### config.mk
export PLATFORM = sky130hd
export DESIGN_NAME = asenc_top
export DESIGN_NICKNAME = d
export VERILOG_FILES = /design/src/include/asenc_pkg.sv /design/src/design/asenc_top.sv
export SDC_FILE = /design/constraint.sdc
export NUM_CORES = 1
export LEC_CHECK = 0
export ABC_AREA = 1
export BUFFER_PORTS_ARGS = -buffer_cell sky130_fd_sc_hd__buf_2
export CORE_MARGIN = 3
export CORE_UTILIZATION = 50
export CTS_CLUSTER_SIZE = 40
export DETAILED_ROUTE_END_ITERATION = 12
export HOLD_SLACK_MARGIN = 0.02
export PLACE_DENSITY_LB_ADDON = 0.15
export REMOVE_ABC_BUFFERS = 1
export SYNTH_ARGS = -nofsm -noshare
export SYNTH_HDL_FRONTEND = slang
export SYNTH_SLANG_ARGS = --single-unit
### constraint.sdc
create_clock -name clk_i -period 2.24 [get_ports clk_i]
set_clock_uncertainty 0.1 [all_clocks]
set_input_delay 0.224 -clock clk_i [delete_from_list [all_inputs] [get_ports clk_i]]
set_output_delay 0.224 -clock clk_i [all_outputs]
set_load 0.01 [all_outputs]
### src/include/asenc_pkg.sv
// Package with constants and types for the angle sensor serial and encoder block
package asenc_pkg;

    // Opcodes and frame layout
    localparam logic [3:0] OP_READ      = 4'h1;
    localparam logic [3:0] OP_WRITE     = 4'h2;
    localparam int         FRAME_BITS   = 16;
    localparam int         INDEX_BITS   = 24;

    // Register addresses
    localparam logic [3:0] ADDR_ZOFS_HI = 4'h4;
    localparam logic [3:0] ADDR_ZOFS_LO = 4'h5;
    localparam logic [3:0] ADDR_FUSE    = 4'h9;
    localparam logic [7:0] REG_RESET    = 8'h00;

    // Refresh timing
    localparam int         REFRESH_NS   = 2000;
    localparam int         CLK_NS       = 25;
    localparam int         REFRESH_CYC  = REFRESH_NS / CLK_NS;

    // Serial frame states
    typedef enum logic [2:0] {
        ASENC_IDLE  = 3'b001,
        ASENC_SHIFT = 3'b010,
        ASENC_DONE  = 3'b100
    } asenc_state_t;

    // Encoder outputs carried together
    typedef struct packed {
        logic a;
        logic b;
        logic z;
    } asenc_quad_t;

    typedef struct packed {
        logic u;
        logic v;
        logic w;
    } asenc_comm_t;

endpackage

### src/design/asenc_top.sv
// Serial slave, register file, fuse store and encoder outputs of the angle sensor
`timescale 1ns/1ps
`default_nettype none

module asenc_top
    import asenc_pkg::*;
(
    input  wire logic        clk_i,
    input  wire logic        rst_n_i,
    input  wire logic [15:0] raw_angle_i,
    input  wire logic        cs_n_i,
    input  wire logic        sclk_i,
    input  wire logic        mosi_i,
    output logic             miso_o,
    output asenc_quad_t      quadrature_outputs_o,
    output asenc_comm_t      commutation_outputs_o,
    output logic             fuse_burn_o,
    output logic [3:0]       fuse_burn_addr_o,
    output logic [7:0]       fuse_burn_data_o
);

    // ********************************************************
    // Pin synchronisers
    // ********************************************************
    // Three stages; a change counts once stages two and three agree
    logic [2:0] cs_sync;
    logic [2:0] sck_sync;
    logic [2:0] mosi_sync;
    logic       cs_lvl;
    logic       sck_lvl;
    logic       next_cs_lvl;
    logic       next_sck_lvl;

    always_ff @(posedge clk_i or negedge rst_n_i)
    begin
        if (!rst_n_i)
        begin
            cs_sync   <= 3'h7;
            sck_sync  <= 3'h0;
            mosi_sync <= 3'h0;
        end
        else
        begin
            cs_sync   <= {cs_sync[1:0], cs_n_i};
            sck_sync  <= {sck_sync[1:0], sclk_i};
            mosi_sync <= {mosi_sync[1:0], mosi_i};
        end
    end

    // Filtered levels only move when the last two stages agree
    always_comb
    begin
        next_cs_lvl  = (cs_sync[1] == cs_sync[2]) ? cs_sync[2] : cs_lvl;
        next_sck_lvl = (sck_sync[1] == sck_sync[2]) ? sck_sync[2] : sck_lvl;
    end

    always_ff @(posedge clk_i or negedge rst_n_i)
    begin
        if (!rst_n_i)
        begin
            cs_lvl  <= 1'b1;
            sck_lvl <= 1'b0;
        end
        else
        begin
            cs_lvl  <= next_cs_lvl;
            sck_lvl <= next_sck_lvl;
        end
    end

    logic cs_fall;
    logic cs_rise;
    logic sck_rise;
    logic sck_fall;
    assign cs_fall  = cs_lvl && !next_cs_lvl;
    assign cs_rise  = !cs_lvl && next_cs_lvl;
    assign sck_rise = !sck_lvl && next_sck_lvl && !cs_lvl;
    assign sck_fall = sck_lvl && !next_sck_lvl && !cs_lvl;

    // ********************************************************
    // Registers, fuses and angle
    // ********************************************************
    logic [7:0]  zofs_hi;
    logic [7:0]  zofs_lo;
    logic [7:0]  fuse_sel;
    logic [7:0]  fuse_hi;
    logic [7:0]  fuse_lo;
    logic [1:0]  burned;
    logic [15:0] angle;
    logic [11:0] zofs;

    assign zofs  = {zofs_hi, zofs_lo[3:0]};
    assign angle = raw_angle_i - {zofs, 4'h0};

    // ********************************************************
    // Output buffer and index
    // ********************************************************
    // Refresh is held off while a frame runs, so a frame never tears
    logic [6:0]  ref_cnt;
    logic [6:0]  next_ref_cnt;
    logic [15:0] buf_angle;
    logic [15:0] next_buf_angle;
    logic [7:0]  buf_index;
    logic [7:0]  next_buf_index;

    always_comb
    begin
        next_ref_cnt   = ref_cnt + 7'h01;
        next_buf_angle = buf_angle;
        next_buf_index = buf_index;
        if (ref_cnt == 7'(REFRESH_CYC - 1))
        begin
            next_ref_cnt = 7'h00;
            if (cs_lvl)
            begin
                next_buf_angle = angle;
                next_buf_index = buf_index + 8'h01;
            end
        end
    end

    always_ff @(posedge clk_i or negedge rst_n_i)
    begin
        if (!rst_n_i)
        begin
            ref_cnt   <= 7'h00;
            buf_angle <= 16'h0000;
            buf_index <= 8'h00;
        end
        else
        begin
            ref_cnt   <= next_ref_cnt;
            buf_angle <= next_buf_angle;
            buf_index <= next_buf_index;
        end
    end

    // ********************************************************
    // Serial frame engine
    // ********************************************************
    asenc_state_t state;
    asenc_state_t next_state;
    logic [4:0]   bit_cnt;
    logic [4:0]   next_bit_cnt;
    logic [15:0]  rx;
    logic [15:0]  next_rx;
    logic [23:0]  tx;
    logic [23:0]  next_tx;
    logic         miso;
    logic         next_miso;
    logic [7:0]   next_zofs_hi;
    logic [7:0]   next_zofs_lo;
    logic [7:0]   next_fuse_sel;
    logic [7:0]   rd_val;
    logic [15:0]  cmd;

    // Register read mux; unmapped addresses read zero
    always_comb
    begin
        unique case (rx[2:0] == 3'h0 ? 4'h0 : {rx[2:0], mosi_sync[2]})
            ADDR_ZOFS_HI: rd_val = zofs_hi;
            ADDR_ZOFS_LO: rd_val = zofs_lo;
            ADDR_FUSE:    rd_val = fuse_sel;
            default:      rd_val = 8'h00;
        endcase
    end

    assign cmd = {rx[14:0], mosi_sync[2]};

    always_comb
    begin
        next_state    = state;
        next_bit_cnt  = bit_cnt;
        next_rx       = rx;
        next_tx       = tx;
        next_miso     = miso;
        next_zofs_hi  = zofs_hi;
        next_zofs_lo  = zofs_lo;
        next_fuse_sel = fuse_sel;
        unique case (state)
            ASENC_IDLE:
            begin
                if (cs_fall)
                begin
                    next_state   = ASENC_SHIFT;
                    next_bit_cnt = 5'h00;
                    next_tx      = {buf_angle, buf_index};
                    next_miso    = buf_angle[15];
                end
            end
            ASENC_SHIFT:
            begin
                if (sck_rise)
                begin
                    next_rx      = cmd;
                    next_bit_cnt = bit_cnt + 5'h01;
                    // Read reply replaces the angle low byte, which has moved up seven places by now
                    if (bit_cnt == 5'h07 && cmd[7:4] == OP_READ)
                        next_tx[22:15] = rd_val;
                    if (bit_cnt == 5'(FRAME_BITS - 1) && cmd[15:12] == OP_WRITE)
                    begin
                        unique case (cmd[11:8])
                            ADDR_ZOFS_HI: if (!burned[0]) next_zofs_hi = cmd[7:0];
                            ADDR_ZOFS_LO: if (!burned[1]) next_zofs_lo = cmd[7:0];
                            ADDR_FUSE:    next_fuse_sel = cmd[7:0];
                            default:      next_fuse_sel = fuse_sel;
                        endcase
                    end
                end
                if (sck_fall)
                begin
                    next_tx   = {tx[22:0], 1'b0};
                    next_miso = tx[22];
                end
                if (cs_rise)
                    next_state = ASENC_DONE;
            end
            ASENC_DONE:
            begin
                next_state = ASENC_IDLE;
                next_miso  = 1'b0;
            end
            default:
                next_state = ASENC_IDLE;
        endcase
    end

    always_ff @(posedge clk_i or negedge rst_n_i)
    begin
        if (!rst_n_i)
        begin
            state   <= ASENC_IDLE;
            bit_cnt <= 5'h00;
            rx      <= 16'h0000;
            tx      <= 24'h000000;
            miso    <= 1'b0;
        end
        else
        begin
            state   <= next_state;
            bit_cnt <= next_bit_cnt;
            rx      <= next_rx;
            tx      <= next_tx;
            miso    <= next_miso;
        end
    end

    // ********************************************************
    // Fuse store
    // ********************************************************
    // Fuses model the non-volatile cells; they survive rst_n_i, which stands for a power cycle
    logic [1:0] next_burned;
    logic [7:0] next_fuse_hi;
    logic [7:0] next_fuse_lo;
    logic       burn;
    logic       next_burn;
    logic       loaded;

    always_comb
    begin
        next_burned  = burned;
        next_fuse_hi = fuse_hi;
        next_fuse_lo = fuse_lo;
        next_burn    = 1'b0;
        if (fuse_sel[ADDR_ZOFS_HI[2:0]] && !burned[0])
        begin
            next_burned[0] = 1'b1;
            next_fuse_hi   = zofs_hi;
            next_burn      = 1'b1;
        end
        else if (fuse_sel[ADDR_ZOFS_LO[2:0]] && !burned[1])
        begin
            next_burned[1] = 1'b1;
            next_fuse_lo   = zofs_lo;
            next_burn      = 1'b1;
        end
    end

    always_ff @(posedge clk_i)
    begin
        burned  <= (burned === 2'bxx) ? 2'b00 : next_burned;
        fuse_hi <= next_fuse_hi;
        fuse_lo <= next_fuse_lo;
    end

    always_ff @(posedge clk_i or negedge rst_n_i)
    begin
        if (!rst_n_i)
        begin
            burn   <= 1'b0;
            loaded <= 1'b0;
        end
        else
        begin
            burn   <= next_burn;
            loaded <= 1'b1;
        end
    end

    // Registers clear at reset; burned ones are reloaded on the first edge after release
    always_ff @(posedge clk_i or negedge rst_n_i)
    begin
        if (!rst_n_i)
        begin
            zofs_hi  <= REG_RESET;
            zofs_lo  <= REG_RESET;
            fuse_sel <= REG_RESET;
        end
        else if (!loaded)
        begin
            zofs_hi  <= burned[0] ? fuse_hi : REG_RESET;
            zofs_lo  <= burned[1] ? fuse_lo : REG_RESET;
            fuse_sel <= REG_RESET;
        end
        else
        begin
            zofs_hi  <= next_zofs_hi;
            zofs_lo  <= next_zofs_lo;
            fuse_sel <= next_fuse_sel;
        end
    end

    // ********************************************************
    // Encoder outputs
    // ********************************************************
    // Angle bits 7:6 form the quadrature state; A leads, so B follows a quarter behind
    asenc_quad_t quad;
    asenc_comm_t comm;
    logic [15:0] comm_ph;

    always_comb
    begin
        quad.a  = angle[7] ^ angle[6];
        quad.b  = angle[7];
        quad.z  = (angle[15:6] == 10'h000);
        comm_ph = angle;
    end

    always_ff @(posedge clk_i or negedge rst_n_i)
    begin
        if (!rst_n_i)
        begin
            quadrature_outputs_o  <= '0;
            commutation_outputs_o <= '0;
        end
        else
        begin
            quadrature_outputs_o <= quad;
            // Half-turn squares offset by one sixth turn each
            commutation_outputs_o.u <= comm_ph < 16'h8000;
            commutation_outputs_o.v <= 16'(comm_ph - 16'h2aab) < 16'h8000;
            commutation_outputs_o.w <= 16'(comm_ph - 16'h5555) < 16'h8000;
        end
    end

    assign miso_o           = miso;
    assign fuse_burn_o      = burn;
    assign fuse_burn_addr_o = burned[1] ? ADDR_ZOFS_LO : ADDR_ZOFS_HI;
    assign fuse_burn_data_o = burned[1] ? fuse_lo : fuse_hi;

endmodule

`default_nettype wire

* Word level (Yosys, flattened, before mapping)
Cells that the tools add are included.
Storage, ports and cells: register bits 139, memories kept 0, bits of input ports 21, word-level logic and storage cells 144, bits in writable memories 0, latch bits 0, bits in read-only memories 0
Cells by class: bitwise logic cells 2, multipliers 0, equality and inequality tests 31, shift-type cells 0, magnitude comparators 3, add/sub/neg operators 6, reductions and logical operators 31, multiplexer cells 42, divide/modulo/power cells 0
Operator list (count):
- $mux 8 | 22
- $lt 16x16->1 const B | 3
- $mux 23 | 2
- $pmux 23 s2 | 1
- $pmux 8 s3 | 1
- $eq 4x3->1 const B | 4
- $sub 16x14->16 const B | 1
- $sub 16x15->16 const B | 1
- $sub 16x16->16 | 1
- $ne 2x2->1 const B | 7
- $logic_and 1x1->1 | 10
- $logic_not 10->1 | 1
- $mux 5 | 2
- $ne 2x1->1 const B | 5
- $pmux 5 s2 | 1
- $reduce_and 5->1 | 2
- $reduce_and 3->1 | 3
- $add 8x1->8 const B | 1
- $eq 4x4->1 const B | 2
- $reduce_and 2->1 | 4
- $reduce_and 4->1 | 2
- $add 7x1->7 const B | 1
- $eq 7x7->1 const B | 1
- $mux 1 | 7
- other kinds (22) | 30

* Logic depth before layout (Yosys ltp)
Gate-level depths: netlist (run 1).
depth in word-level cells 8, mapped depth 19, gate-level depth less buffers 19

* Least setup slack after synthesis (run 1)
Ideal clock, no wire load.
path kind reg-to-reg, start reg zofs_lo[0], end reg commutation_outputs_o[1] (netlist bit), slack 0.237 ns, path buffers 0, data arrival time 1.787 ns, cell stages (with the launch flop) 16, cell sequence dfrtp_1 > ha_1 > inv_1 > fa_1 > nand3_1 > nand2_1 > xnor2_1 > nand2_1 > nand2_1 > nand2_1 > nand2_1 > nand2_1 > nand2_1 > nand2_1 > nand2_1 > nand2_1
On the way: word-level cells in the longest chain between the ends 3
Ends and longest elaborated chain:
- start: declaration | RTL line asenc_top.sv:84 | logic [7:0] zofs_lo;
- start signal: assignment | RTL line asenc_top.sv:312 | zofs_lo <= burned[1] ? fuse_lo : REG_RESET;
- start signal: assignment | RTL line asenc_top.sv:318 | zofs_lo <= next_zofs_lo;
- $sub 16x16->16 | RTL line asenc_top.sv:93 | assign angle = raw_angle_i - {zofs, 4'h0};
- $sub 16x14->16 | RTL line asenc_top.sv:351 | commutation_outputs_o.v <= 16'(comm_ph - 16'h2aab) < 16'h8000;
- $lt 16x16->1 | RTL line asenc_top.sv:351
- end: declaration | RTL line asenc_top.sv:16 | output asenc_comm_t commutation_outputs_o,
Every way passes these cells. A chain may end at the register's enable or synchronous reset.

* Worst setup path after layout (run 1)
Same ends and word-level chain as after synthesis.

==> flow_results.xml, run 1 <==
<?xml version="1.0" encoding="UTF-8"?>
<metrics>
  <group name="critical_path">
    <metric name="crit_path_start_kind" unit="">register</metric>
    <metric name="cp.required" unit="ps">2450</metric>
    <metric name="path_cells" unit="">ha_1 -&gt; inv_1 -&gt; fa_2 -&gt; nand3_2 -&gt; nand2_2 -&gt; xnor2_4 -&gt; nand2_1 -&gt; nand2_1 -&gt; nand2_1 -&gt; nand2_1 -&gt; nand2_1 -&gt; nand2_1 -&gt; nand2_1 -&gt; nand2_1 -&gt; nand2_1</metric>
    <metric name="timing.reg2reg.worst_path_depth" unit="">15</metric>
    <metric name="worstPathArrival" unit="ps">2350</metric>
    <metric name="regToRegSetupSlack" unit="ps">100</metric>
    <metric name="crit_path_max_fanout" unit="">4</metric>
    <metric name="reg2reg_from" unit="">zofs_lo[0]</metric>
    <metric name="critPathMostFrequentCell" unit="">sky130_fd_sc_hd__nand2_1</metric>
    <metric name="crit_path_top_delay_cell" unit="">sky130_fd_sc_hd__fa_2</metric>
    <metric name="worstReg2RegEnd" unit="">commutation_outputs_o[1]</metric>
    <metric name="critical_path.top_delay_family" unit="">simple AND/OR/NAND/NOR gates</metric>
    <metric name="path_buf_inv" unit="">1</metric>
    <metric name="critical_path_class" unit="">register to register</metric>
    <metric name="setup.worst_path.end_class" unit="">register</metric>
    <metric name="crit_path_max_incr_delay" unit="ps">400</metric>
  </group>
  <group name="timing">
    <metric name="max_clock_freq" unit="GHz">0.467</metric>
    <metric name="min_period_over_period" unit="">0.956</metric>
    <metric name="worst_slew_margin_rel" unit="">0.581</metric>
    <metric name="period_needed" unit="ps">2140</metric>
    <metric name="worst_pin_slew" unit="ps">629</metric>
    <metric name="timing_hold_violations_final" unit="">0</metric>
    <metric name="setup_viol" unit="">0</metric>
    <metric name="drv_slew" unit="">0</metric>
    <metric name="unrepaired_setup_endpoints_after_global_routing" unit="">true</metric>
  </group>
  <group name="route">
    <metric name="wl" unit="microns">13600</metric>
    <metric name="vias_per_cell" unit="">5.27</metric>
    <metric name="routed_wire_length_per_instance" unit="microns">14.5</metric>
    <metric name="final_antenna_net_count" unit="">0</metric>
    <metric name="drc" unit="">0</metric>
    <metric name="dr.pass1.iters" unit="">4</metric>
    <metric name="vias" unit="">4947</metric>
    <metric name="initialDrtViolationCount" unit="">364</metric>
  </group>
  <group name="worst_hold_path">
    <metric name="timing.hold.worst_endpoint" unit="">buf_angle[4]</metric>
    <metric name="hold_start" unit="">raw_angle_i[4]</metric>
    <metric name="hold_path_class" unit="">primary input to register</metric>
    <metric name="holdPathStages" unit="">4</metric>
  </group>
  <group name="floorplan">
    <metric name="floorplan.rows" unit="">39</metric>
    <metric name="core_area" unit="sq um">11700</metric>
    <metric name="die_area" unit="sq um">13600</metric>
    <metric name="initial_utilization" unit="">0.524</metric>
    <metric name="design.portCount" unit="">41</metric>
    <metric name="die-width" unit="microns">117</metric>
    <metric name="dieHeight" unit="microns">117</metric>
  </group>
  <group name="synth">
    <metric name="synth_area" unit="sq um">6140</metric>
    <metric name="postSynthRegisterBits" unit="">129</metric>
    <metric name="postSynthAreaPerCell" unit="sq um">8.55</metric>
    <metric name="syn-instance-count" unit="">718</metric>
    <metric name="fraction_of_the_yosys_area_taken_by_sequential_cells" unit="">0.533</metric>
    <metric name="yosys_warnings" unit="">0</metric>
    <metric name="synthDistinctLibCells" unit="">39</metric>
  </group>
  <group name="finish">
    <metric name="finish.net_count" unit="">820</metric>
    <metric name="layout.filler_cells" unit="">1001</metric>
    <metric name="area.growth.synth_to_final" unit="%">21.4</metric>
    <metric name="drive_gt1_frac" unit="">0.177</metric>
    <metric name="n_antenna_cell" unit="">0</metric>
    <metric name="final_area" unit="sq um">7450</metric>
  </group>
  <group name="global_routing">
    <metric name="grt_start_max_net_pins" unit="">122</metric>
    <metric name="antenna_found_initial" unit="">0</metric>
    <metric name="grt_pass1_wl" unit="microns">22900</metric>
    <metric name="global_route.usage.total" unit="">0.213</metric>
    <metric name="first_global_vias" unit="">4899</metric>
    <metric name="global_route_total_overflow" unit="">0</metric>
  </group>
  <group name="run_status">
    <metric name="status" unit="">complete, no violations</metric>
  </group>
  <group name="clock_tree">
    <metric name="clock_insertion_delay_worst_skew" unit="ps">410</metric>
    <metric name="clock_sinks" unit="">129</metric>
    <metric name="cts_max_level" unit="">4</metric>
    <metric name="cts_made_buffers" unit="">17</metric>
    <metric name="cts_root_buffer" unit="">sky130_fd_sc_hd__clkbuf_16</metric>
    <metric name="tritoncts" unit="">built</metric>
    <metric name="clock_tree.buffer_depth" unit="">2</metric>
    <metric name="clkTransAtPathRegs" unit="ps">60</metric>
  </group>
  <group name="power">
    <metric name="power_after_layout" unit="mW">6.71</metric>
    <metric name="power.ir.vdd_worst" unit="uV">639</metric>
    <metric name="power.density" unit="nW/um^2">900</metric>
    <metric name="leakagePower" unit="nW">3.54</metric>
  </group>
  <group name="place">
    <metric name="gp_congestion" unit="">0.847</metric>
    <metric name="hpwl" unit="microns">9230</metric>
    <metric name="detailed_place.area" unit="sq um">6550</metric>
    <metric name="number_of_buffers_added_on_ports" unit="">36</metric>
  </group>
  <group name="run">
    <metric name="max_cap_viol_count" unit="">0</metric>
  </group>
</metrics>
==> where the power goes <==
group / switching, mW / internal (mW) / leakage [nW]
Clock: 1.01 / 1.85 / 0.298
Combinational: 0.744 / 0.430 / 1.71
Sequential: 0.104 / 2.57 / 1.54
Total: 1.86 / 4.85 / 3.54
==> per-stage QoR <==
step                      setup TNS (ps)  hold slack, ps  utilization  worst slack (ps)  cells
after floorplan                    -1720            -172            -              -237    697
after global placement                 0             231        0.560              62.7    895
after detailed placement           -26.5             232        0.560             -26.5    895
after CTS                              0             177        0.620              2.42    935
after global routing               -99.0             221        0.636             -75.6    938
final                                  0             191        0.636              98.7    938
==> flip-flops by register name (all words and copies together) (netlist names), 3 cells and up <==
signal,cells
tx,23
buf_angle,16
rx,15
buf_index,8
fuse_hi,8
fuse_sel,8
zofs_hi,8
zofs_lo,8
ref_cnt,7
bit_cnt,5
commutation_outputs_o,3
cs_sync,3
mosi_sync,3
quadrature_outputs_o,3
sck_sync,3
state,3
==> layout make-up <==
class	instances	area, sq um	share of cell area
Tap cell	143	179	0.0240
Multi-Input combinational cell	467	2550	0.342
Timing Repair Buffer	66	453	0.0608
Inverter	101	379	0.0509
Sequential cell	129	3270	0.439
Clock buffer	17	425	0.0571
Clock inverter	15	190	0.0255
==> synthesized netlist by cell type <==
cell                         n  area share
sky130_fd_sc_hd__nand2_1   178        0.11
sky130_fd_sc_hd__dfrtp_1   116        0.47
sky130_fd_sc_hd__inv_1      98       0.060
sky130_fd_sc_hd__o21ai_0    80       0.065
sky130_fd_sc_hd__nand3_1    48       0.039
sky130_fd_sc_hd__nor2_1     41       0.025
sky130_fd_sc_hd__a21oi_1    26       0.021
sky130_fd_sc_hd__ha_1       16       0.033
sky130_fd_sc_hd__o22ai_1    16       0.016
sky130_fd_sc_hd__clkbuf_1   12      0.0073
sky130_fd_sc_hd__xor2_1      9       0.013
sky130_fd_sc_hd__a31oi_1     8      0.0082
sky130_fd_sc_hd__edfxtp_1    8       0.039
sky130_fd_sc_hd__buf_4       6      0.0073
sky130_fd_sc_hd__nand4_1     6      0.0061
sky130_fd_sc_hd__nor3_1      6      0.0049
sky130_fd_sc_hd__buf_2       5      0.0041
sky130_fd_sc_hd__dfstp_2     5       0.021
sky130_fd_sc_hd__nor4_1      5      0.0051
sky130_fd_sc_hd__a211oi_1    3      0.0037
sky130_fd_sc_hd__inv_2       3      0.0018
sky130_fd_sc_hd__conb_1      2      0.0012
sky130_fd_sc_hd__nor2_2      2      0.0020
sky130_fd_sc_hd__o21ai_2     2      0.0029
sky130_fd_sc_hd__o22ai_2     2      0.0041
sky130_fd_sc_hd__xnor2_1     2      0.0029
sky130_fd_sc_hd__a21boi_0    1      0.0012
sky130_fd_sc_hd__a21oi_2     1      0.0014
sky130_fd_sc_hd__buf_6       1      0.0018
sky130_fd_sc_hd__fa_1        1      0.0033
sky130_fd_sc_hd__nand2_4     1      0.0018
sky130_fd_sc_hd__nand3_2     1      0.0016
sky130_fd_sc_hd__nor3_2      1      0.0016
sky130_fd_sc_hd__nor3_4      1      0.0027
sky130_fd_sc_hd__nor3b_1     1      0.0012
sky130_fd_sc_hd__o21bai_1    1      0.0012
sky130_fd_sc_hd__o31ai_4     1      0.0035
sky130_fd_sc_hd__or2_2       1      0.0010
sky130_fd_sc_hd__or2_4       1      0.0014
==> worst max path at each step <==
stage	from	endpoint	slack, ps	cells after the start
after detailed placement	zofs_lo[0]	commutation_outputs_o[1]	-30	15
after CTS	zofs_lo[0]	commutation_outputs_o[1]	2	13
final	zofs_lo[0]	commutation_outputs_o[1]	100	15
after floorplan	state[2]	tx[15]	-240	7
after global placement	zofs_lo[0]	commutation_outputs_o[1]	60	15
after global routing	zofs_hi[0]	commutation_outputs_o[0]	-80	16
==> logic make-up (layout without fill, tap and decap cells) <==
family | count (synthesis) | after routing | share of synthesized area
and+or+nand+nor | 293 | 293 | 0.203
AOI/OAI and AO/OA | 141 | 141 | 0.129
DFF | 129 | 129 | 0.533
buffers and inverters | 125 | 199 | 0.0823
adders and majority gates | 17 | 17 | 0.0359
xor gates and xnor gates | 11 | 11 | 0.0157
other | 2 | 5 | 0.00122
==> routing by layer <==
metal	GRT usage	wire length [microns]
met1	0.279	6420
met5	0	0
met4	0.0635	126
met3	0.0504	462
met2	0.356	6630
==> worst reg2reg max path: stages, from the launching register on <==
cell and delay (ps):
sky130_fd_sc_hd__dfrtp_1 360, sky130_fd_sc_hd__ha_1 150, sky130_fd_sc_hd__inv_1 60, sky130_fd_sc_hd__fa_2 400, sky130_fd_sc_hd__nand3_2 120, sky130_fd_sc_hd__nand2_2 110, sky130_fd_sc_hd__xnor2_4 200, sky130_fd_sc_hd__nand2_1 80
sky130_fd_sc_hd__nand2_1 60, sky130_fd_sc_hd__nand2_1 50, sky130_fd_sc_hd__nand2_1 60, sky130_fd_sc_hd__nand2_1 50, sky130_fd_sc_hd__nand2_1 80, sky130_fd_sc_hd__nand2_1 60, sky130_fd_sc_hd__nand2_1 50, sky130_fd_sc_hd__nand2_1 40
==> cell usage in the layout (no fill, tap or decap), types with 3 or more instances in the layout <==
cell type,count
sky130_fd_sc_hd__conb_1,5
sky130_fd_sc_hd__dfstp_2,5
sky130_fd_sc_hd__nand3_2,3
sky130_fd_sc_hd__inv_1,95
sky130_fd_sc_hd__nand2_2,5
sky130_fd_sc_hd__ha_4,4
sky130_fd_sc_hd__o22ai_1,16
sky130_fd_sc_hd__buf_2,35
sky130_fd_sc_hd__dlygate4sd3_1,8
sky130_fd_sc_hd__nor3_1,5
sky130_fd_sc_hd__o21ai_0,78
sky130_fd_sc_hd__nand4_1,6
sky130_fd_sc_hd__buf_4,21
sky130_fd_sc_hd__ha_1,10
sky130_fd_sc_hd__clkinv_2,3
sky130_fd_sc_hd__a31oi_1,8
sky130_fd_sc_hd__a21oi_1,20
sky130_fd_sc_hd__xor2_1,8
sky130_fd_sc_hd__nand2_1,172
sky130_fd_sc_hd__nor2_1,39
sky130_fd_sc_hd__inv_2,6
sky130_fd_sc_hd__edfxtp_1,8
sky130_fd_sc_hd__nand3_1,46
sky130_fd_sc_hd__clkbuf_16,17
sky130_fd_sc_hd__dfrtp_1,116
sky130_fd_sc_hd__bufinv_16,4
sky130_fd_sc_hd__a21oi_2,5
sky130_fd_sc_hd__nor4_1,4
==> repair_timing <==
action / 4_1_cts / 5_1_grt
pin swaps: 0 / 5
endpoints found under the hold margin: 123 / 0
setup endpoints to repair: 1 / 17
hold buffers: 8 / 0
resized for setup: 2 / 40
gates cloned: 0 / 0
setup buffers: 0 / 3
Note: power is estimated with default switching activity, not from simulation.
==> inputs of run 2 (changes only) <==
Settings changed: BUFFER_PORTS_ARGS -buffer_cell sky130_fd_sc_hd__buf_2 to -buffer_cell sky130_fd_sc_hd__clkbuf_2.
==> run 2 against run 1 <==
Cell count is 0.43% higher. Critical path type unchanged. Register-to-register slack hardly changed. Critical path depth is 8 lower. First-iteration DRC count is 2.7% higher. Sequential share of layout area is 0.65 points lower. Clock power is 8.0% higher. Maximum frequency is 0.55% lower. Total power is 3.5% higher. Combinational power hardly changed. Design area is 1.5% higher. Sequential power hardly changed.
==> flow_results.xml, run 2 (synthesis gave the netlist of run 1 again) <==
<?xml version="1.0" encoding="UTF-8"?>
<metrics>
  <group name="run_status">
    <metric name="status" unit="">complete, no violations</metric>
  </group>
  <group name="global_routing">
    <metric name="antenna_found_initial" unit="">0</metric>
    <metric name="gr-usage-met2" unit="">0.336</metric>
    <metric name="first_global_vias" unit="">4752</metric>
    <metric name="global_route.usage.total" unit="">0.214</metric>
    <metric name="gr-usage-met1" unit="">0.286</metric>
    <metric name="grt_start_max_net_pins" unit="">56</metric>
    <metric name="grt_pass1_wl" unit="microns">22600</metric>
    <metric name="global_route_total_overflow" unit="">0</metric>
    <metric name="top_usage_layer_grt" unit="">met2</metric>
    <metric name="grt_util_met3" unit="">0.0560</metric>
  </group>
  <group name="power">
    <metric name="power.ir.vdd_worst" unit="uV">706</metric>
    <metric name="leakagePower" unit="nW">3.62</metric>
    <metric name="power.density" unit="nW/um^2">917</metric>
  </group>
  <group name="timing">
    <metric name="period_needed" unit="ps">2150</metric>
    <metric name="max_clock_freq" unit="GHz">0.464</metric>
    <metric name="drv_slew" unit="">0</metric>
    <metric name="min_period_over_period" unit="">0.961</metric>
    <metric name="setup_viol" unit="">0</metric>
    <metric name="worst_slew_margin_rel" unit="">0.550</metric>
    <metric name="unrepaired_setup_endpoints_after_global_routing" unit="">true</metric>
    <metric name="final.setup.worst_slack" unit="ps">86.9</metric>
    <metric name="timing_hold_violations_final" unit="">0</metric>
    <metric name="worst_pin_slew" unit="ps">674</metric>
  </group>
  <group name="finish">
    <metric name="finish.net_count" unit="">824</metric>
    <metric name="finish.cell_count_without_fillers" unit="">942</metric>
    <metric name="layout_commonest_cell" unit="">sky130_fd_sc_hd__nand2_1</metric>
    <metric name="total_area_of_sequential_cells" unit="sq um">3270</metric>
    <metric name="area.growth.synth_to_final" unit="%">23.3</metric>
    <metric name="n_antenna_cell" unit="">0</metric>
    <metric name="max_flop_register" unit="">tx</metric>
    <metric name="layout_top_registers" unit="">tx: 23 flops, buf_angle: 16 flops, rx: 15 flops</metric>
    <metric name="final_cell_mix" unit="">sky130_fd_sc_hd__nand2_1 (172), sky130_fd_sc_hd__dfrtp_1 (116), sky130_fd_sc_hd__inv_1 (97)</metric>
    <metric name="area_of_combinational_cells_with_multiple_inputs" unit="sq um">2540</metric>
    <metric name="largest_reg_flops" unit="">23</metric>
    <metric name="drive_gt1_frac" unit="">0.181</metric>
    <metric name="layout.filler_cells" unit="">976</metric>
  </group>
  <group name="floorplan">
    <metric name="design.portCount" unit="">41</metric>
    <metric name="dieHeight" unit="microns">117</metric>
    <metric name="initial_utilization" unit="">0.524</metric>
    <metric name="die-width" unit="microns">117</metric>
    <metric name="die_area" unit="sq um">13600</metric>
    <metric name="floorplan.rows" unit="">39</metric>
    <metric name="core_area" unit="sq um">11700</metric>
  </group>
  <group name="place">
    <metric name="hpwl" unit="microns">9490</metric>
    <metric name="placed_cells_incl_taps" unit="">896</metric>
    <metric name="number_of_buffers_added_on_ports" unit="">36</metric>
    <metric name="gp_congestion" unit="">0.850</metric>
    <metric name="preCtsSetupSlack" unit="ps">-43.4</metric>
  </group>
  <group name="clock_tree">
    <metric name="clock_insertion_delay_worst_skew" unit="ps">420</metric>
    <metric name="clock_tree.buffer_depth" unit="">2</metric>
    <metric name="cts_root_buffer" unit="">sky130_fd_sc_hd__clkbuf_16</metric>
    <metric name="clock_sinks" unit="">129</metric>
    <metric name="tritoncts" unit="">built</metric>
    <metric name="cts_made_buffers" unit="">17</metric>
    <metric name="clkTransAtPathRegs" unit="ps">60</metric>
    <metric name="cts_max_level" unit="">4</metric>
  </group>
  <group name="route">
    <metric name="drc" unit="">0</metric>
    <metric name="dr.pass1.iters" unit="">5</metric>
    <metric name="routed_wire_length_per_instance" unit="microns">14.6</metric>
    <metric name="vias_per_cell" unit="">5.27</metric>
    <metric name="final_antenna_net_count" unit="">0</metric>
    <metric name="vias" unit="">4961</metric>
    <metric name="initialDrtViolationCount" unit="">374</metric>
    <metric name="wl" unit="microns">13800</metric>
  </group>
  <group name="critical_path">
    <metric name="crit_path_max_fanout" unit="">17</metric>
    <metric name="critical_path_class" unit="">register to register</metric>
    <metric name="cp.required" unit="ps">2480</metric>
    <metric name="crit_path_max_incr_delay" unit="ps">420</metric>
    <metric name="crit_path_start_kind" unit="">register</metric>
    <metric name="setup.worst_path.end_class" unit="">register</metric>
    <metric name="path_cells" unit="">or2_4 -&gt; nor3_4 -&gt; nand2_4 -&gt; o31ai_4 -&gt; buf_4 -&gt; o21ai_0 -&gt; o22ai_1</metric>
    <metric name="crit_path_top_delay_cell" unit="">sky130_fd_sc_hd__dfrtp_1</metric>
    <metric name="worstPathArrival" unit="ps">2390</metric>
  </group>
  <group name="run">
    <metric name="max_cap_viol_count" unit="">0</metric>
  </group>
  <group name="worst_hold_path">
    <metric name="hold_path_class" unit="">primary input to async pin</metric>
  </group>
</metrics>
## run 2: cell types whose count changed in the layout (fill, tap and decap cells not counted), moves of 2 or more
cell	delta
sky130_fd_sc_hd__clkbuf_2	+35
sky130_fd_sc_hd__buf_2	-34
sky130_fd_sc_hd__clkbuf_8	+6
sky130_fd_sc_hd__clkbuf_16	+2
sky130_fd_sc_hd__clkinv_1	-2
sky130_fd_sc_hd__clkinv_2	-2
sky130_fd_sc_hd__inv_1	+2
sky130_fd_sc_hd__inv_2	-2
sky130_fd_sc_hd__nand3_1	-2
sky130_fd_sc_hd__o21ai_0	-2
## run 2: stage by stage
stage | TNS [ps] | util | cell area, sq um | total power, mW | hold slack (ps)
2_1_floorplan | -1720 | - | 6020 | 3.43 | -172
3_3_place_gp | 0 | 0.561 | 6570 | 3.78 | 52.9
3_5_place_dp | -43.4 | 0.561 | 6570 | 3.81 | 55.8
4_1_cts | 0 | 0.628 | 7360 | 6.94 | 144
5_1_grt | -125 | 0.646 | 7570 | 7.26 | 193
6_report | 0 | 0.646 | 7570 | 6.94 | 154
## run 2: layer usage
metal,part of all wire,wire length [microns]
met5,0,0
met4,0.021,288
met3,0.049,674
met2,0.47,6550
met1,0.46,6280
## run 2: cell type report
class                   instances  share of cell area
well taps                     143              0.0236
clock inverters                 7              0.0187
repair buffers                 70              0.0680
flip-flops and latches        129               0.433
inverters                     101              0.0501
clock buffers                  25              0.0709
multi-input cells             467               0.336
## run 2: repair_timing
action                                  CTS  global route
gates cloned                              0             2
hold buffers                              8             0
endpoints found under the setup margin    2            18
setup buffers                             1             3
hold endpoints to repair                125             0
resized for setup                         3            40
pin swaps                                 0             3
## run 2: final timing paths
path / from / to / cells past startpoint / slack (ps)
worst max register to register: sck_lvl / tx[19] / 7 / 90
min in group clk_i: raw_angle_i[4] / buf_angle[4] / 4 / 170
worst max-delay path: sck_lvl / tx[19] / 7 / 90
worst min register to register: mosi_sync[0] / mosi_sync[1] / 0 / 250
worst min-delay path: rst_n_i / state[2] / 2 / 150
max in group asynchronous: rst_n_i / cs_sync[1] / 3 / 1260
## run 2: report_power, final
part           switching, mW  internal (mW)
combinational          0.743          0.430
sequential             0.106           2.57
clock                  0.983           2.11
total                   1.83           5.11
## run 2: critical path: cells and delay by family, from the launching register on
kind / cells / cell delay (ps)
flip-flops: 1 / 420
AO/OA/AOI/OAI: 3 / 490
buffers and inverters: 1 / 240
AND/OR/NAND/NOR: 3 / 820
==> inputs of run 3 (changes only) <==
Settings changed: CORE_UTILIZATION 50 to 40, CTS_BUF_LIST from default to sky130_fd_sc_hd__clkbuf_16.
==> run 3 against run 2 <==
Combinational power up 9%. First-iteration DRC count fell by 15%. Global-route usage is 2.3 points lower. Routed wire length up 7.7%. Design area unchanged. Sequential power is essentially flat. Core utilization fell by 13 points. Sequential cell count unchanged. Hold slack improved by 30 ps.
==> flow_results.xml, run 3 (synthesis gave the netlist of run 1 again) <==
<?xml version="1.0" encoding="UTF-8"?>
<metrics>
  <group name="critical_path">
    <metric name="critical_path_class" unit="">register to register</metric>
    <metric name="setup.worst_path.end_class" unit="">register</metric>
    <metric name="crit_path_max_fanout" unit="">4</metric>
    <metric name="crit_path_top_delay_cell" unit="">sky130_fd_sc_hd__dfrtp_1</metric>
    <metric name="cp.required" unit="ps">2450</metric>
    <metric name="worstPathArrival" unit="ps">2350</metric>
    <metric name="crit_path_start_kind" unit="">register</metric>
    <metric name="path_buf_inv" unit="">3</metric>
    <metric name="path_cells" unit="">inv_1 -&gt; ha_1 -&gt; nand2_1 -&gt; nand2_1 -&gt; a21oi_1 -&gt; nand2_1 -&gt; inv_1 -&gt; nor2_1 -&gt; nor2_1 -&gt; nand2_1 -&gt; nand2_1 -&gt; inv_1 -&gt; nand2_1 -&gt; nand2_1 -&gt; nand2_1 -&gt; nand2_1</metric>
    <metric name="critical_path.top_delay_family" unit="">simple AND/OR/NAND/NOR gates</metric>
    <metric name="crit_path_max_incr_delay" unit="ps">370</metric>
    <metric name="critPathMostFrequentCell" unit="">sky130_fd_sc_hd__nand2_1</metric>
  </group>
  <group name="clock_tree">
    <metric name="cts_max_level" unit="">4</metric>
    <metric name="clock_insertion_delay_worst_skew" unit="ps">420</metric>
    <metric name="clock_tree.buffer_depth" unit="">2</metric>
    <metric name="cts_root_buffer" unit="">sky130_fd_sc_hd__clkbuf_16</metric>
    <metric name="clkTransAtPathRegs" unit="ps">60</metric>
    <metric name="cts_made_buffers" unit="">17</metric>
    <metric name="clock_sinks" unit="">129</metric>
    <metric name="tritoncts" unit="">built</metric>
  </group>
  <group name="finish">
    <metric name="finish.net_count" unit="">833</metric>
    <metric name="final_cell_mix" unit="">sky130_fd_sc_hd__nand2_1 (173), sky130_fd_sc_hd__dfrtp_1 (115), sky130_fd_sc_hd__inv_1 (96)</metric>
    <metric name="drive_gt1_frac" unit="">0.182</metric>
    <metric name="finish.cell_count_without_fillers" unit="">992</metric>
    <metric name="layout_commonest_cell" unit="">sky130_fd_sc_hd__nand2_1</metric>
    <metric name="layout_top_registers" unit="">tx: 23 flops, buf_angle: 16 flops, rx: 15 flops</metric>
    <metric name="n_antenna_cell" unit="">0</metric>
    <metric name="layout.filler_cells" unit="">1394</metric>
    <metric name="area.growth.synth_to_final" unit="%">23.3</metric>
    <metric name="largest_reg_flops" unit="">23</metric>
    <metric name="max_flop_register" unit="">tx</metric>
  </group>
  <group name="place">
    <metric name="placed_cells_incl_taps" unit="">948</metric>
    <metric name="number_of_buffers_added_on_ports" unit="">36</metric>
    <metric name="hpwl" unit="microns">11000</metric>
    <metric name="gp_congestion" unit="">0.868</metric>
  </group>
  <group name="route">
    <metric name="vias_per_cell" unit="">4.97</metric>
    <metric name="initialDrtViolationCount" unit="">319</metric>
    <metric name="drc" unit="">0</metric>
    <metric name="vias" unit="">4927</metric>
    <metric name="dr.pass1.iters" unit="">5</metric>
    <metric name="routed_wire_length_per_instance" unit="microns">15.0</metric>
    <metric name="final_antenna_net_count" unit="">0</metric>
    <metric name="wl" unit="microns">14900</metric>
  </group>
  <group name="floorplan">
    <metric name="die_area" unit="sq um">16900</metric>
    <metric name="dieHeight" unit="microns">130</metric>
    <metric name="design.portCount" unit="">41</metric>
    <metric name="die-width" unit="microns">130</metric>
    <metric name="core_area" unit="sq um">14800</metric>
    <metric name="initial_utilization" unit="">0.416</metric>
    <metric name="floorplan.rows" unit="">44</metric>
  </group>
  <group name="global_routing">
    <metric name="antenna_found_initial" unit="">0</metric>
    <metric name="grt_start_max_net_pins" unit="">43</metric>
    <metric name="global_route_total_overflow" unit="">0</metric>
    <metric name="first_global_vias" unit="">4840</metric>
    <metric name="grt_pass1_wl" unit="microns">24600</metric>
    <metric name="global_route.usage.total" unit="">0.190</metric>
  </group>
  <group name="power">
    <metric name="power.ir.vdd_worst" unit="uV">618</metric>
    <metric name="leakagePower" unit="nW">3.61</metric>
    <metric name="power.density" unit="nW/um^2">894</metric>
    <metric name="power_after_layout" unit="mW">6.76</metric>
  </group>
  <group name="run_status">
    <metric name="status" unit="">complete, no violations</metric>
  </group>
  <group name="timing">
    <metric name="worst_pin_slew" unit="ps">571</metric>
    <metric name="min_period_over_period" unit="">0.958</metric>
    <metric name="setup-tns-final" unit="ps">0</metric>
    <metric name="setup_viol" unit="">0</metric>
    <metric name="max_clock_freq" unit="GHz">0.466</metric>
    <metric name="drv_slew" unit="">0</metric>
    <metric name="period_needed" unit="ps">2150</metric>
    <metric name="timing_hold_violations_final" unit="">0</metric>
    <metric name="unrepaired_setup_endpoints_after_global_routing" unit="">true</metric>
    <metric name="worst_slew_margin_rel" unit="">0.618</metric>
  </group>
  <group name="run">
    <metric name="max_cap_viol_count" unit="">0</metric>
  </group>
  <group name="worst_hold_path">
    <metric name="hold_path_class" unit="">primary input to register</metric>
  </group>
</metrics>
## run 3: cell count changes in the layout (fill, tap and decap cells not counted), moves of 3 or more
| cell | change |
|---|---|
| sky130_fd_sc_hd__clkinv_4 | +3 |
| sky130_fd_sc_hd__a21oi_1 | +3 |
| sky130_fd_sc_hd__clkbuf_8 | -6 |
| sky130_fd_sc_hd__inv_6 | +3 |
| sky130_fd_sc_hd__o21ai_0 | +3 |
| sky130_fd_sc_hd__a21oi_2 | -3 |
| sky130_fd_sc_hd__buf_4 | +11 |
## run 3: power by group
part	switching, mW	internal [mW]	total (mW)
clock	1.06	1.76	2.81
sequential	0.111	2.57	2.68
combinational	0.762	0.505	1.27
total	1.93	4.83	6.76
## run 3: tightest hold or removal path, stage by stage
cell and delay, ps:
sky130_fd_sc_hd__clkbuf_2 80, sky130_fd_sc_hd__inv_1 50, sky130_fd_sc_hd__ha_1 200, sky130_fd_sc_hd__o21ai_0 100
## run 3: final timing paths
path	start	end	slack [ps]	depth (start not counted)
min	raw_angle_i[4]	buf_angle[4]	180	4
max in group asynchronous	rst_n_i	buf_index[0]	1150	3
max	zofs_hi[0]	commutation_outputs_o[0]	90	16
min in group asynchronous	rst_n_i	ref_cnt[3]	250	2
min reg2reg	mosi_sync[1]	mosi_sync[2]	250	0
max reg2reg	zofs_hi[0]	commutation_outputs_o[0]	90	16
## run 3: cell type report
class,count,area [sq um],area share
Clock buffer,17,425,0.0562
Clock inverter,15,183,0.0241
Inverter,101,379,0.0501
Multi-Input combinational cell,467,2510,0.331
Sequential cell,129,3280,0.433
Tap cell,184,230,0.0304
Timing Repair Buffer,79,567,0.0749
## run 3: through the flow
| stage | hold slack, ps | util | setup WS (ps) | cell area, sq um |
|---|---|---|---|---|
| 2_1_floorplan | -172 | - | -237 | 6020 |
| 3_5_place_dp | 154 | 0.454 | -120 | 6690 |
| 6_report | 184 | 0.513 | 94.8 | 7570 |
| 5_1_grt | 216 | 0.513 | -58.0 | 7570 |
| 4_1_cts | 173 | 0.502 | 16.6 | 7410 |
| 3_3_place_gp | 150 | 0.454 | -119 | 6690 |
## run 3: what timing repair did
action,in CTS,in global routing
endpoints found under the setup margin,3,37
resized for setup,6,24
endpoints found under the hold margin,39,0
buffers inserted,0,4
hold buffers,8,0
pin swaps,0,3
## run 3: routing by layer
layer	track usage	up-vias	wire length [microns]
met3	0.0430	19	458
li1	-	2480	-
met5	0	-	0
met4	0.0678	0	278
met1	0.253	2354	7020
met2	0.307	74	7100
